`src/fcd_pkg.sv`:
```
package fcd_pkg;
   // register space offsets, matched on haddr or d_addr bits [18:0], [18:2] or [18:7]
   localparam logic [18:0] OFF_CMD = 19'h0_0148;
   localparam logic [18:0] OFF_STATUS = 19'h0_0120;
   localparam logic [18:0] OFF_CLEAR = 19'h0_0124;
   localparam logic [18:0] OFF_DWCOUNT = 19'h0_014c;
   localparam logic [18:0] OFF_WSB = 19'h0_0080;
   localparam logic [18:0] OFF_SPB = 19'h0_0200;
   // command word fields
   localparam int CMD_OP_HI = 31;
   localparam int CMD_OP_LO = 24;
   localparam int CMD_PAGE_HI = 17;
   localparam int CMD_PAGE_LO = 7;
   localparam int CMD_DW_HI = 6;
   localparam int CMD_DW_LO = 3;
   // operation codes
   localparam logic [7:0] OP_PROG_ADDR = 8'h05;
   localparam logic [7:0] OP_PROG_LOAD = 8'h06;
   localparam logic [7:0] OP_PROG_GO = 8'h07;
   localparam logic [7:0] OP_PROG_ALL = 8'h08;
   localparam logic [7:0] OP_VER_ADDR = 8'h0d;
   localparam logic [7:0] OP_VER_LOAD = 8'h0e;
   localparam logic [7:0] OP_VER_GO = 8'h0f;
   localparam logic [7:0] OP_VER_ALL = 8'h10;
   localparam logic [7:0] OP_UNLOCK = 8'h13;
   // status and clear bit positions
   localparam int ST_BUSY_BIT = 0;
   localparam int ST_DENIED_BIT = 1;
   localparam int ST_MISMATCH_BIT = 2;
   localparam int CLR_DENIED_BIT = 1;
   localparam int CLR_MISMATCH_BIT = 2;
   // reset values and sizes
   localparam logic [4:0] DWCOUNT_RST = 5'h10;
   localparam logic [4:0] PAGE_DWORDS = 5'h10;
   localparam logic [2:0] RB_BURST_DWORDS = 3'h4;
   // bus encodings
   localparam logic [1:0] HTRANS_NONSEQ = 2'h2;
   localparam logic [2:0] HBURST_WRAP8 = 3'h4;
   localparam logic [2:0] HBURST_INCR8 = 3'h5;
   // array operation codes
   localparam logic [1:0] AOP_PROGRAM = 2'h0;
   localparam logic [1:0] AOP_VERIFY = 2'h1;
   localparam logic [1:0] AOP_UNLOCK = 2'h2;

   typedef enum logic [1:0] {
      DP_IDLE = 2'b00,
      DP_RDWAIT = 2'b01,
      DP_ERR1 = 2'b10,
      DP_ERR2 = 2'b11
   } fcd_dp_state_type;

   typedef enum logic [1:0] {
      OP_IDLE = 2'b00,
      OP_COPY = 2'b01,
      OP_LAUNCH = 2'b10,
      OP_WAIT = 2'b11
   } fcd_op_state_type;
endpackage

```
`src/fcd_cmd_decode.sv`:
```
module fcd_cmd_decode (
   input wire logic [31:0] cmd, // assembled command word
   output logic known, // opcode recognised
   output logic latch_page, // opcode carries a page address
   output logic copy_en, // opcode copies staging data
   output logic copy_full, // copy the whole page
   output logic start, // opcode starts an array operation
   output logic verify, // verify family
   output logic unlock, // page unlock
   output logic [10:0] page, // page address field
   output logic [3:0] dw_start // first destination dword
);
   wire [7:0] op = cmd[fcd_pkg::CMD_OP_HI:fcd_pkg::CMD_OP_LO];
   wire p_addr = op == fcd_pkg::OP_PROG_ADDR;
   wire p_load = op == fcd_pkg::OP_PROG_LOAD;
   wire p_go = op == fcd_pkg::OP_PROG_GO;
   wire p_all = op == fcd_pkg::OP_PROG_ALL;
   wire v_addr = op == fcd_pkg::OP_VER_ADDR;
   wire v_load = op == fcd_pkg::OP_VER_LOAD;
   wire v_go = op == fcd_pkg::OP_VER_GO;
   wire v_all = op == fcd_pkg::OP_VER_ALL;

   assign unlock = op == fcd_pkg::OP_UNLOCK;
   assign known = p_addr | p_load | p_go | p_all | v_addr | v_load | v_go | v_all | unlock;
   assign latch_page = p_addr | p_all | v_addr | v_all;
   assign copy_en = p_load | v_load | p_all | v_all;
   assign copy_full = p_all | v_all;
   assign start = p_go | p_all | v_go | v_all | unlock;
   assign verify = v_addr | v_load | v_go | v_all;
   // low address bits below the page are dropped
   assign page = cmd[fcd_pkg::CMD_PAGE_HI:fcd_pkg::CMD_PAGE_LO];
   assign dw_start = v_load ? cmd[fcd_pkg::CMD_DW_HI:fcd_pkg::CMD_DW_LO] : 4'h0;
endmodule

```
`src/fcd_read_buffer.sv`:
```
module fcd_read_buffer (
   input wire logic clock, // bus clock
   input wire logic arst_n, // async reset
   input wire logic [17:2] look_addr, // word address looked up
   input wire logic fetch, // fill on miss allowed
   input wire logic burst_fill, // fill the whole line
   input wire logic flush, // drop all contents
   output logic hit, // looked-up word present
   output logic [31:0] word, // looked-up word
   output logic arr_rd_req, // array read request
   output logic [17:3] arr_rd_addr, // array dword address
   input wire logic arr_rd_ack, // array data valid
   input wire logic [63:0] arr_rd_data // array dword
);
   logic [31:0] mem [0:7];
   logic [17:5] tag;
   logic [3:0] valid;
   logic [1:0] fill_dw;
   logic [2:0] fill_left;

   wire tag_match = tag == look_addr[17:5];
   wire start_fill = fetch & ~hit & (fill_left == 3'h0);
   wire beat = arr_rd_ack & arr_rd_req;

   assign hit = tag_match & valid[look_addr[4:3]];
   assign word = mem[look_addr[4:2]];
   assign arr_rd_req = fill_left != 3'h0;
   assign arr_rd_addr = {tag, fill_dw};

   always_ff @(posedge clock or negedge arst_n) begin
      if (!arst_n) begin
         tag <= 13'h0;
         fill_dw <= 2'h0;
         fill_left <= 3'h0;
         valid <= 4'h0;
      end else begin
         if (start_fill) begin
            tag <= look_addr[17:5];
            fill_dw <= look_addr[4:3];
            fill_left <= burst_fill ? fcd_pkg::RB_BURST_DWORDS : 3'h1;
         end else if (beat) begin
            fill_dw <= fill_dw + 2'h1;
            fill_left <= fill_left - 3'h1;
         end
         if (flush | (start_fill & ~tag_match)) begin
            valid <= 4'h0;
         end else if (beat) begin
            valid <= valid | (4'h1 << fill_dw);
         end
      end
   end

   always_ff @(posedge clock) begin
      if (beat) begin
         mem[{fill_dw, 1'b0}] <= arr_rd_data[31:0];
         mem[{fill_dw, 1'b1}] <= arr_rd_data[63:32];
      end
   end
endmodule

```
`src/fcd_flash_command_decoder.sv`:
```
module fcd_flash_command_decoder (
   input wire logic clock, // bus clock
   input wire logic arst_n, // async reset
   input wire logic hsel_array, // select, array space
   input wire logic hsel_ctrl, // select, register space
   input wire logic [18:0] haddr, // byte address
   input wire logic [1:0] htrans, // transfer type
   input wire logic hwrite, // write transfer
   input wire logic [2:0] hsize, // transfer size
   input wire logic [2:0] hburst, // burst type
   input wire logic [31:0] hwdata, // write data
   input wire logic hready, // bus ready in
   output logic hreadyout, // slave ready
   output logic hresp, // error response
   output logic [31:0] hrdata, // read data
   output logic arr_op_start, // array operation pulse
   output logic [1:0] arr_op_code, // program, verify, unlock
   output logic [10:0] arr_op_page, // page address
   input wire logic arr_op_done, // array operation finished
   input wire logic arr_op_mismatch, // verify failed, with done
   input wire logic [3:0] arr_stage_idx, // staging dword index
   output logic [63:0] arr_stage_data, // staging dword
   output logic arr_rd_req, // array read request
   output logic [17:3] arr_rd_addr, // array dword address
   input wire logic arr_rd_ack, // array data valid
   input wire logic [63:0] arr_rd_data // array dword
);
   fcd_pkg::fcd_dp_state_type dp_state, next_dp_state;
   fcd_pkg::fcd_op_state_type op_state, next_op_state;
   logic [31:0] write_stage_buffer [0:31];
   logic [31:0] staging_page_buffer [0:31];
   logic d_wr;
   logic [18:0] d_addr;
   logic [3:0] d_be;
   logic d_burst;
   logic [31:0] cmd_shadow;
   logic [4:0] dword_count;
   logic denied;
   logic mismatch;
   logic [10:0] page;
   logic op_verify;
   logic op_unlock;
   logic start_after;
   logic [3:0] copy_src;
   logic [3:0] copy_dst;
   logic [4:0] copy_left;
   logic [31:0] cmd_word;
   logic [31:0] wsb_merge;
   logic [31:0] reg_rdata;
   logic [3:0] be;
   logic rb_hit;
   logic [31:0] rb_word;
   logic dec_known, dec_latch, dec_copy, dec_full, dec_start, dec_verify, dec_unlock;
   logic [10:0] dec_page;
   logic [3:0] dec_dw;

   // address phase
   wire busy = op_state != fcd_pkg::OP_IDLE;
   wire take = hready & htrans[1] & (hsel_array | hsel_ctrl);
   wire take_arr_wr = take & hsel_array & hwrite;
   wire take_arr_rd = take & hsel_array & ~hwrite;
   wire take_reg = take & hsel_ctrl & ~hsel_array;
   wire waiting = dp_state == fcd_pkg::DP_RDWAIT;
   wire [17:2] look_addr = waiting ? d_addr[17:2] : haddr[17:2];
   wire rd_ok = rb_hit & ~busy;
   wire load_arr = (waiting | (hreadyout & take_arr_rd)) & rd_ok;
   wire load_reg = hreadyout & take_reg & ~hwrite;
   wire burst8 = (htrans == fcd_pkg::HTRANS_NONSEQ)
      & ((hburst == fcd_pkg::HBURST_WRAP8) | (hburst == fcd_pkg::HBURST_INCR8));

   assign be = (hsize == 3'h0) ? (4'h1 << haddr[1:0])
      : (hsize == 3'h1) ? (haddr[1] ? 4'hc : 4'h3) : 4'hf;

   // register read decode
   wire rd_status = haddr == fcd_pkg::OFF_STATUS;
   wire rd_count = haddr == fcd_pkg::OFF_DWCOUNT;
   wire rd_wsb = haddr[18:7] == fcd_pkg::OFF_WSB[18:7];
   wire rd_spb = haddr[18:7] == fcd_pkg::OFF_SPB[18:7];
   wire [31:0] status_word = {29'h0, mismatch, denied, busy};

   assign reg_rdata = rd_status ? status_word
      : rd_count ? {27'h0, dword_count}
      : rd_spb ? staging_page_buffer[haddr[6:2]]
      : rd_wsb ? write_stage_buffer[haddr[6:2]] : 32'h0;

   // data phase write decode
   wire wr_cmd = d_wr & (d_addr[18:2] == fcd_pkg::OFF_CMD[18:2]);
   wire launch = wr_cmd & d_be[0];
   wire wr_clear = d_wr & (d_addr[18:2] == fcd_pkg::OFF_CLEAR[18:2]) & d_be[0];
   wire wr_count = d_wr & (d_addr[18:2] == fcd_pkg::OFF_DWCOUNT[18:2]) & d_be[0];
   wire wr_wsb = d_wr & (d_addr[18:7] == fcd_pkg::OFF_WSB[18:7]);
   wire deny = launch & (busy | denied);
   wire go = launch & ~busy & ~denied & dec_known;
   wire copy_step = (op_state == fcd_pkg::OP_COPY) & (copy_left != 5'h0);
   wire op_end = (op_state == fcd_pkg::OP_WAIT) & arr_op_done;
   wire flush = op_end & ~op_verify & ~op_unlock;
   wire mism_set = op_end & op_verify & arr_op_mismatch;
   wire clr_denied = wr_clear & hwdata[fcd_pkg::CLR_DENIED_BIT];
   wire clr_mism = wr_clear & hwdata[fcd_pkg::CLR_MISMATCH_BIT];
   wire [4:0] load_count = (dword_count > fcd_pkg::PAGE_DWORDS) ? fcd_pkg::PAGE_DWORDS : dword_count;

   for (genvar b = 0; b < 4; b++) begin : g_lane
      assign cmd_word[8*b +: 8] = d_be[b] ? hwdata[8*b +: 8] : cmd_shadow[8*b +: 8];
      assign wsb_merge[8*b +: 8] = d_be[b] ? hwdata[8*b +: 8]
         : write_stage_buffer[d_addr[6:2]][8*b +: 8];
   end

   fcd_cmd_decode u_dec (
      .cmd(cmd_word),
      .known(dec_known),
      .latch_page(dec_latch),
      .copy_en(dec_copy),
      .copy_full(dec_full),
      .start(dec_start),
      .verify(dec_verify),
      .unlock(dec_unlock),
      .page(dec_page),
      .dw_start(dec_dw)
   );

   fcd_read_buffer u_rb (
      .clock(clock),
      .arst_n(arst_n),
      .look_addr(look_addr),
      .fetch(waiting & ~busy),
      .burst_fill(d_burst),
      .flush(flush),
      .hit(rb_hit),
      .word(rb_word),
      .arr_rd_req(arr_rd_req),
      .arr_rd_addr(arr_rd_addr),
      .arr_rd_ack(arr_rd_ack),
      .arr_rd_data(arr_rd_data)
   );

   // bus data phase
   always_comb begin
      next_dp_state = dp_state;
      case (dp_state)
         fcd_pkg::DP_RDWAIT: begin
            if (rd_ok) begin
               next_dp_state = fcd_pkg::DP_IDLE;
            end
         end
         fcd_pkg::DP_ERR1: begin
            next_dp_state = fcd_pkg::DP_ERR2;
         end
         default: begin
            if (take_arr_wr) begin
               next_dp_state = fcd_pkg::DP_ERR1;
            end else if (take_arr_rd & ~rd_ok) begin
               next_dp_state = fcd_pkg::DP_RDWAIT;
            end else begin
               next_dp_state = fcd_pkg::DP_IDLE;
            end
         end
      endcase
   end

   assign hreadyout = (dp_state == fcd_pkg::DP_IDLE) | (dp_state == fcd_pkg::DP_ERR2);
   assign hresp = (dp_state == fcd_pkg::DP_ERR1) | (dp_state == fcd_pkg::DP_ERR2);

   always_ff @(posedge clock or negedge arst_n) begin
      if (!arst_n) begin
         dp_state <= fcd_pkg::DP_IDLE;
         d_wr <= 1'b0;
         d_addr <= 19'h0_0000;
         d_be <= 4'h0;
         d_burst <= 1'b0;
      end else begin
         dp_state <= next_dp_state;
         if (hreadyout) begin
            d_wr <= take_reg & hwrite;
            d_addr <= haddr;
            d_be <= be;
            d_burst <= burst8;
         end
      end
   end

   always_ff @(posedge clock or negedge arst_n) begin
      if (!arst_n) begin
         hrdata <= 32'h0000_0000;
      end else if (load_arr) begin
         hrdata <= rb_word;
      end else if (load_reg) begin
         hrdata <= reg_rdata;
      end
   end

   // control and status
   always_ff @(posedge clock or negedge arst_n) begin
      if (!arst_n) begin
         denied <= 1'b0;
         mismatch <= 1'b0;
         dword_count <= fcd_pkg::DWCOUNT_RST;
         cmd_shadow <= 32'h0000_0000;
      end else begin
         denied <= deny | (denied & ~clr_denied);
         mismatch <= mism_set | (mismatch & ~clr_mism);
         if (wr_cmd) begin
            cmd_shadow <= cmd_word;
         end
         if (wr_count) begin
            dword_count <= hwdata[4:0];
         end
      end
   end

   // operation sequencer
   always_comb begin
      next_op_state = op_state;
      case (op_state)
         fcd_pkg::OP_IDLE: begin
            if (go) begin
               next_op_state = dec_copy ? fcd_pkg::OP_COPY
                  : dec_start ? fcd_pkg::OP_LAUNCH : fcd_pkg::OP_IDLE;
            end
         end
         fcd_pkg::OP_COPY: begin
            if (copy_left == 5'h0) begin
               next_op_state = start_after ? fcd_pkg::OP_LAUNCH : fcd_pkg::OP_IDLE;
            end
         end
         fcd_pkg::OP_LAUNCH: begin
            next_op_state = fcd_pkg::OP_WAIT;
         end
         default: begin
            if (arr_op_done) begin
               next_op_state = fcd_pkg::OP_IDLE;
            end
         end
      endcase
   end

   always_ff @(posedge clock or negedge arst_n) begin
      if (!arst_n) begin
         op_state <= fcd_pkg::OP_IDLE;
         page <= 11'h000;
         op_verify <= 1'b0;
         op_unlock <= 1'b0;
         start_after <= 1'b0;
         copy_src <= 4'h0;
         copy_dst <= 4'h0;
         copy_left <= 5'h00;
      end else begin
         op_state <= next_op_state;
         if (go) begin
            if (dec_latch) begin
               page <= dec_page;
            end
            op_verify <= dec_verify;
            op_unlock <= dec_unlock;
            start_after <= dec_start;
            copy_src <= 4'h0;
            copy_dst <= dec_dw;
            copy_left <= dec_full ? fcd_pkg::PAGE_DWORDS : load_count;
         end else if (copy_step) begin
            copy_src <= copy_src + 4'h1;
            copy_dst <= copy_dst + 4'h1;
            copy_left <= copy_left - 5'h01;
         end
      end
   end

   // buffers hold no reset state
   always_ff @(posedge clock) begin
      if (wr_wsb) begin
         write_stage_buffer[d_addr[6:2]] <= wsb_merge;
      end
   end

   always_ff @(posedge clock) begin
      if (copy_step) begin
         staging_page_buffer[{copy_dst, 1'b0}] <= write_stage_buffer[{copy_src, 1'b0}];
         staging_page_buffer[{copy_dst, 1'b1}] <= write_stage_buffer[{copy_src, 1'b1}];
      end
   end

   // array side; stage data is whatever the buffer holds now
   assign arr_op_start = op_state == fcd_pkg::OP_LAUNCH;
   assign arr_op_code = op_unlock ? fcd_pkg::AOP_UNLOCK
      : op_verify ? fcd_pkg::AOP_VERIFY : fcd_pkg::AOP_PROGRAM;
   assign arr_op_page = page;
   assign arr_stage_data = {staging_page_buffer[{arr_stage_idx, 1'b1}],
      staging_page_buffer[{arr_stage_idx, 1'b0}]};
endmodule

```
`config.mk`:
```
export PLATFORM = sky130hd
export DESIGN_NAME = fcd_flash_command_decoder
export DESIGN_NICKNAME = d
export VERILOG_FILES = /design/src/fcd_pkg.sv /design/src/fcd_cmd_decode.sv /design/src/fcd_read_buffer.sv /design/src/fcd_flash_command_decoder.sv
export SDC_FILE = /design/constraint.sdc
export NUM_CORES = 2
export LEC_CHECK = 0
export BUFFER_PORTS_ARGS = -buffer_cell sky130_fd_sc_hd__buf_2
export CORE_MARGIN = 5
export CORE_UTILIZATION = 40
export DETAILED_ROUTE_END_ITERATION = 12
export PLACE_DENSITY = 0.59
export SYNTH_ARGS = -nofsm -noshare
export SYNTH_HDL_FRONTEND = slang
export SYNTH_SLANG_ARGS = --single-unit
```
`constraint.sdc`:
```
create_clock -name clock -period 5 [get_ports clock]
set_input_delay 0 -clock clock [delete_from_list [all_inputs] [get_ports clock]]
set_output_delay 0 -clock clock [all_outputs]
set_load 0.01 [all_outputs]
```
Word level (Yosys, flattened, before mapping)
Memory sizes are Yosys's and may differ from the RTL's.
Cells that the tools add are included.

storage, ports and cells
  memories = 3
  output and inout bits = 128
  bits in registers = 143
  RAM bits = 2304

cells by class
  add/sub/neg operators = 5
  bitwise gates (word level) = 85
  shift-type cells = 2
  reductions and logical operators = 20
  equality and inequality tests = 35
  magnitude comparators = 2
  mux-type cells = 55

memories
  memory               words  width  rd ports  clocked after Yosys merged registers in  write ports  line                             source
  staging_page_buffer  32     32     3         0                                        2            fcd_flash_command_decoder.sv:31  logic [31:0] staging_page_buffer [0:31];
  write_stage_buffer   32     32     3         0                                        1            fcd_flash_command_decoder.sv:30  logic [31:0] write_stage_buffer [0:31];
  u_rb.mem             8      32     1         0                                        2            fcd_read_buffer.sv:15            logic [31:0] mem [0:7];

operators with widths
  operator                                               count
  2-to-1 mux 32 bit                                      6
  2-to-1 mux 8 bit                                       7
  equality test 17 x 7 -> 1 bit (second input constant)  3
  bitwise AND 1 bit                                      42
  2-to-1 mux 4 bit                                       10
  equality test 19 x 9 -> 1 bit (second input constant)  2
  equality test 8 x 4 -> 1 bit (second input constant)   4
  OR 1 bit                                               31
  equality test 12 x 1 -> 1 bit (second input constant)  2
  equality test 8 x 3 -> 1 bit (second input constant)   3
  2-to-1 mux 2 bit                                       12
  2-to-1 mux 5 bit                                       4
  equality test 8 x 5 -> 1 bit (second input constant)   2
  2-to-1 mux 16 bit                                      1
  equality test 13 bit                                   1
  equality test 12 x 3 -> 1 bit (second input constant)  1
  AND reduction 2 bit                                    6
  NOT 1 bit                                              11
  equality test 2 bit (second input constant)            5
  nonzero test 2 bit                                     5
  2-to-1 mux 1 bit                                       9
  2-to-1 mux 3 bit                                       3
  adder 4 x 1 -> 4 bit (second input constant)           2
  << shifter 1 x 2 -> 4 bit (first input constant)       2
  other kinds (22)                                       30

Logic depth before layout (Yosys ltp)
  depth after elaboration = 13
  gate-level depth with buffers = 13
  mapped depth without buffers = 9

By module
A second synthesis with hierarchy kept.

unflattened totals
  cell total of the unflattened synthesis = 5680
  area, all modules = 111494.4 um2

modules (own cells, without submodules)
  module                     times used  area an instance (um2)  cells an instance
  fcd_flash_command_decoder  1           100396.3                5167
  fcd_read_buffer            1           10797.9                 470
  fcd_cmd_decode             1           300.3                   43

Least setup slack after synthesis
Ideal clock, no wire load.

  path kind = flip-flop to flip-flop
  start = register copy_left[0]
  end = memory staging_page_buffer[10][0], enable pin
  data arrival time = 3.190 ns
  setup slack = 1.381 ns
  required time = 4.571 ns
  cell stages (with the launch flop) = 9
  buffers on the path = 1
  cell sequence = dfrtp_1 -> inv_1 -> ha_1 -> nor4b_1 -> nor3b_1 -> clkbuf_1 -> nand2_1 -> nor2_1 -> and2_1

RTL lines
  element                 line                              source
  start, declared         fcd_flash_command_decoder.sv:46   logic [4:0] copy_left;
  start signal, assigned  fcd_flash_command_decoder.sv:257  copy_left <= dec_full ? fcd_pkg::PAGE_DWORDS : load_count;
  start signal, assigned  fcd_flash_command_decoder.sv:261  copy_left <= copy_left - 5'h01;
  end, declared           fcd_flash_command_decoder.sv:31

Final worst setup path
  start = register dp_state[1]
  end = register hrdata[31]

between the ends
  longest elaborated chain between the ends = 8
  elaborated cells on any way between the ends = 18

RTL lines
  element                                                  line                              source
  start, declared                                          fcd_flash_command_decoder.sv:28   fcd_pkg::fcd_dp_state_type dp_state, next_dp_state;
  start signal, assigned                                   fcd_flash_command_decoder.sv:165  dp_state <= fcd_pkg::DP_IDLE;
  start signal, assigned                                   fcd_flash_command_decoder.sv:171  dp_state <= next_dp_state;
  equality test 2 x 1 -> 1 bit                             fcd_flash_command_decoder.sv:63   wire waiting = dp_state == fcd_pkg::DP_RDWAIT;
  2-to-1 mux 16 bit                                        fcd_flash_command_decoder.sv:64   wire [17:2] look_addr = waiting ? d_addr[17:2] : haddr[17:2];
  binary-select mux 1 bit (select 2 bit)                   fcd_read_buffer.sv:25             assign hit = tag_match & valid[look_addr[4:3]];
  2-to-1 mux 1 bit (not written as such)                   fcd_read_buffer.sv:25
  bitwise AND 1 bit                                        fcd_read_buffer.sv:25
  bitwise AND 1 bit                                        fcd_flash_command_decoder.sv:65   wire rd_ok = rb_hit & ~busy;
  bitwise AND 1 bit                                        fcd_flash_command_decoder.sv:66   wire load_arr = (waiting | (hreadyout & take_arr_rd)) & rd_ok;
  2-to-1 mux 32 bit or nonzero test 2 bit (tied branches)  -
  end signal, assigned                                     fcd_flash_command_decoder.sv:185  hrdata <= rb_word;
  end signal, assigned                                     fcd_flash_command_decoder.sv:187  hrdata <= reg_rdata;
  end, declared                                            fcd_flash_command_decoder.sv:15   output logic [31:0] hrdata,

Parallel ways exist; a longest one is shown, timed or not. The select of a mux whose other input is x is not followed.
A chain may end at the register's enable or synchronous reset.

==> run summary <==
CP startpoint kind -> flip-flop
Critical Path RT -> 5.74 ns
Setup_tns -> 0 ns
Worst Skew -> 0.0461 ns
Syn Nets -> 5278
Relative slew slack -> 25.6%
Critical path type -> flip-flop to flip-flop
Synth async-reset ratio -> 5.65%
Synthesized cell area -> 110000 um2
Synth Area in Adders -> 0.181%
R2r setup slk -> 1.19 ns
Core area -> 276000 um2
IO buf count -> 262
First-pass GRT wire length -> 463000 um
Share of cells above drive strength 1 -> 40.0%
Worst Hold Class -> input pin to flip-flop
Simple-gate share of the synthesized area -> 2.11%
Crit. End Element -> flip-flop
XOR/XNOR Fraction of Synth Area -> 0.182%
Final max-slew violation count -> 0
HPWL after DPL -> 212000 um
Worst-margin pin slew -> 1.12 ns
Synth warn -> 0
Max Cap Viol -> 0
Avg WL per Cell -> 33.5 um
Post-placement cell count -> 8988
Top-count cell post-synth -> edfxtp_1
Top cells by count, synth -> edfxtp_1 (2304), mux4_2 (1305), nor2_1 (223), clkbuf_1 (168), dfrtp_1 (137)
Lkg Pwr -> 41.0 nW
Synth cell types -> 70
Via count -> 59.8k
Hold Path Cell Cnt -> 4
Antenna-violating nets left -> 0
Avg Cell Area, Syn -> 21.6 um2
Final #Nets -> 5922
P per Cell Area -> 467 nW/um2
Max clock buf depth -> 4
Synth top area share -> 62.6%
Area fraction in compound gates after synthesis -> 1.31%
Reg clk slew, reported paths -> 0.06 ns
Die Y -> 536 um
Number of synthesized register bits -> 2442
Final Hold Fails -> 0
CTS buffer count -> 268
CTS tree -> done
Post-synth EDFFs -> 2304
Grt total ovfl -> 0
RR Startpoint -> dp_state[1]$_DFFE_PN0P_
Die width -> 536 um
R2R Path End -> hrdata[31]$_DFFE_PN0P_
Vias in the first global route -> 61.3k
Crit path DAT -> 4.55 ns
Multiplexer area fraction after synthesis -> 28.8%
Starting Density -> 40.1%
Ys flop type -> edfxtp_1
RSZ-0062 raised after global routing -> false
Syn-to-layout area delta -> 16.1%
Antenna violations before repair -> 33
Crit Path Max Fanout -> 31
Synth area leader -> edfxtp_1
H-tree depth -> 5
Largest cells by area after synthesis -> edfxtp_1 (63%), mux4_2 (27%), dfrtp_1 (3.1%)
Final setup viols -> 0
Design Power -> 59.9 mW
Largest family of logic cells by synthesized area -> multiplexers
DRC -> 0
Gpl congestion -> 0.837
FMAX -> 263 MHz
Syn Inst Count -> 5126
Resize count post-CTS -> 0
Initial DRC Count -> 6986
Worst-skew pair later-pin latency -> 0.85 ns
Detailed Routing Iterations Pass 1 -> 5
R2r worst-path depth -> 10
Post-synthesis sequential area ratio -> 65.8%
Hold path start -> haddr[13]
IO Pins -> 264
Die area -> 287000 um2
Max VDD drop -> 318 uV
Layout Cells excl Fill -> 9688
WL final -> 324000 um
Total track usage -> 22.4%
Hold EP -> u_rb.tag[13]$_DFFE_PN0N_
Row count -> 193
Root Buffer -> clkbuf_16
Clock sinks -> 2442
Crit path time final -> 3.81 ns
Tcrit/Tclk final -> 76.2%
Outcome -> complete, no violations
Pin count of the biggest net entering global routing -> 102
Vias per std cell -> 6.17
## worst max-delay path: stages, from the launching register on
cell	delay [ns]
dfrtp_1	0.42
inv_1	0.07
ha_1	0.71
mux2i_1	0.36
xor2_1	0.19
nand3_1	0.17
nor4_4	0.50
and4_2	0.28
buf_4	0.53
mux2_2	0.40
o21ai_0	0.06
## flip-flops by register name, indices dropped and copies added, names as in the netlist, 3 cells and up
signal               flops
staging_page_buffer   1024
write_stage_buffer    1024
u_rb.mem               256
hrdata                  32
cmd_shadow              23
d_addr                  17
u_rb.tag                13
arr_op_page             11
copy_left                5
dword_count              5
copy_dst                 4
copy_src                 4
d_be                     4
u_rb.valid               4
u_rb.fill_left           3
## timing repair
action / CTS / global route
hold buffers: 217 / 0
hold endpoints to repair: 1523 / 0
buffers inserted: 0 / 0
## power breakdown
part | internal, mW | leakage, nW | switching, mW
clock network | 11.4 | 4.15 | 8.21
registers | 26.1 | 22.4 | 0.946
logic | 5.02 | 14.4 | 8.26
total | 42.4 | 41.0 | 17.4
## area by class of cell
class                   count  area, um2
inverters                  23       86.3
flip-flops and latches   2442      72700
diodes                     11       27.5
clock buffers             331       7110
fillers                 22800     148000
multi-input cells        2285      36200
well taps                3705       4640
clock inverters           141       1450
repair buffers            750       6130
## cell families (layout without fill, tap and decap cells)
| family | Yosys count | after routing |
|---|---|---|
| AND/OR/NAND/NOR | 501 | 501 |
| buffers and inverters | 399 | 1245 |
| adder cells (fa/ha/maj) | 16 | 16 |
| AO/OA/AOI/OAI | 219 | 219 |
| XOR/XNOR | 23 | 23 |
| other | 0 | 11 |
| flip-flops | 2442 | 2442 |
| multiplexers | 1526 | 1526 |
## cell usage in the layout, fill, tap and decap left out, types with 17 or more instances in the layout
cell type	instances
buf_4	231
and3_1	24
mux4_2	1305
mux2i_1	114
clkinv_2	39
edfxtp_1	2304
bufinv_16	23
clkbuf_16	273
buf_12	43
buf_2	252
a21oi_1	64
inv_1	22
dlygate4sd3_1	216
clkinv_1	41
mux2_4	26
nor2_1	222
o21ai_0	17
nand3_1	18
nor2b_1	29
clkbuf_1	52
mux2_2	78
a211oi_1	35
dfrtp_1	133
nand2_1	109
## stage by stage
step | area, um2 | hold WS [ns] | util (%) | setup WS (ns)
after floorplan | 110000 | -0.296 | - | 1.38
after global placement | 117000 | -0.0990 | 42.6 | 1.12
after detailed placement | 117000 | -0.0959 | 42.6 | 1.18
after CTS | 128000 | 0.0113 | 46.5 | 1.14
after global routing | 128000 | 0.0868 | 46.5 | 0.956
final | 128000 | 0.0820 | 46.5 | 1.19
## per-layer routing
metal	GRT usage, %	up-vias	routed length [um]
met5	0	-	66
met4	7.33	10	12100
met3	4.73	567	28900
met2	35.1	3001	153000
met1	31.6	32600	130000
li1	-	23600	-
## worst max path at each step
stage / from / end / cells past startpoint
floorplan: copy_left[0]$_DFFE_PN0P_ / staging_page_buffer[10][0]$_DFFE_PP_ / 8
global placement: dp_state[1]$_DFFE_PN0P_ / hrdata[31]$_DFFE_PN0P_ / 10
detailed placement: dp_state[1]$_DFFE_PN0P_ / hrdata[31]$_DFFE_PN0P_ / 10
CTS: dp_state[1]$_DFFE_PN0P_ / hrdata[31]$_DFFE_PN0P_ / 10
global route: dp_state[1]$_DFFE_PN0P_ / hrdata[31]$_DFFE_PN0P_ / 10
finish: dp_state[1]$_DFFE_PN0P_ / hrdata[31]$_DFFE_PN0P_ / 10
Power figures use the tool's default switching activity.
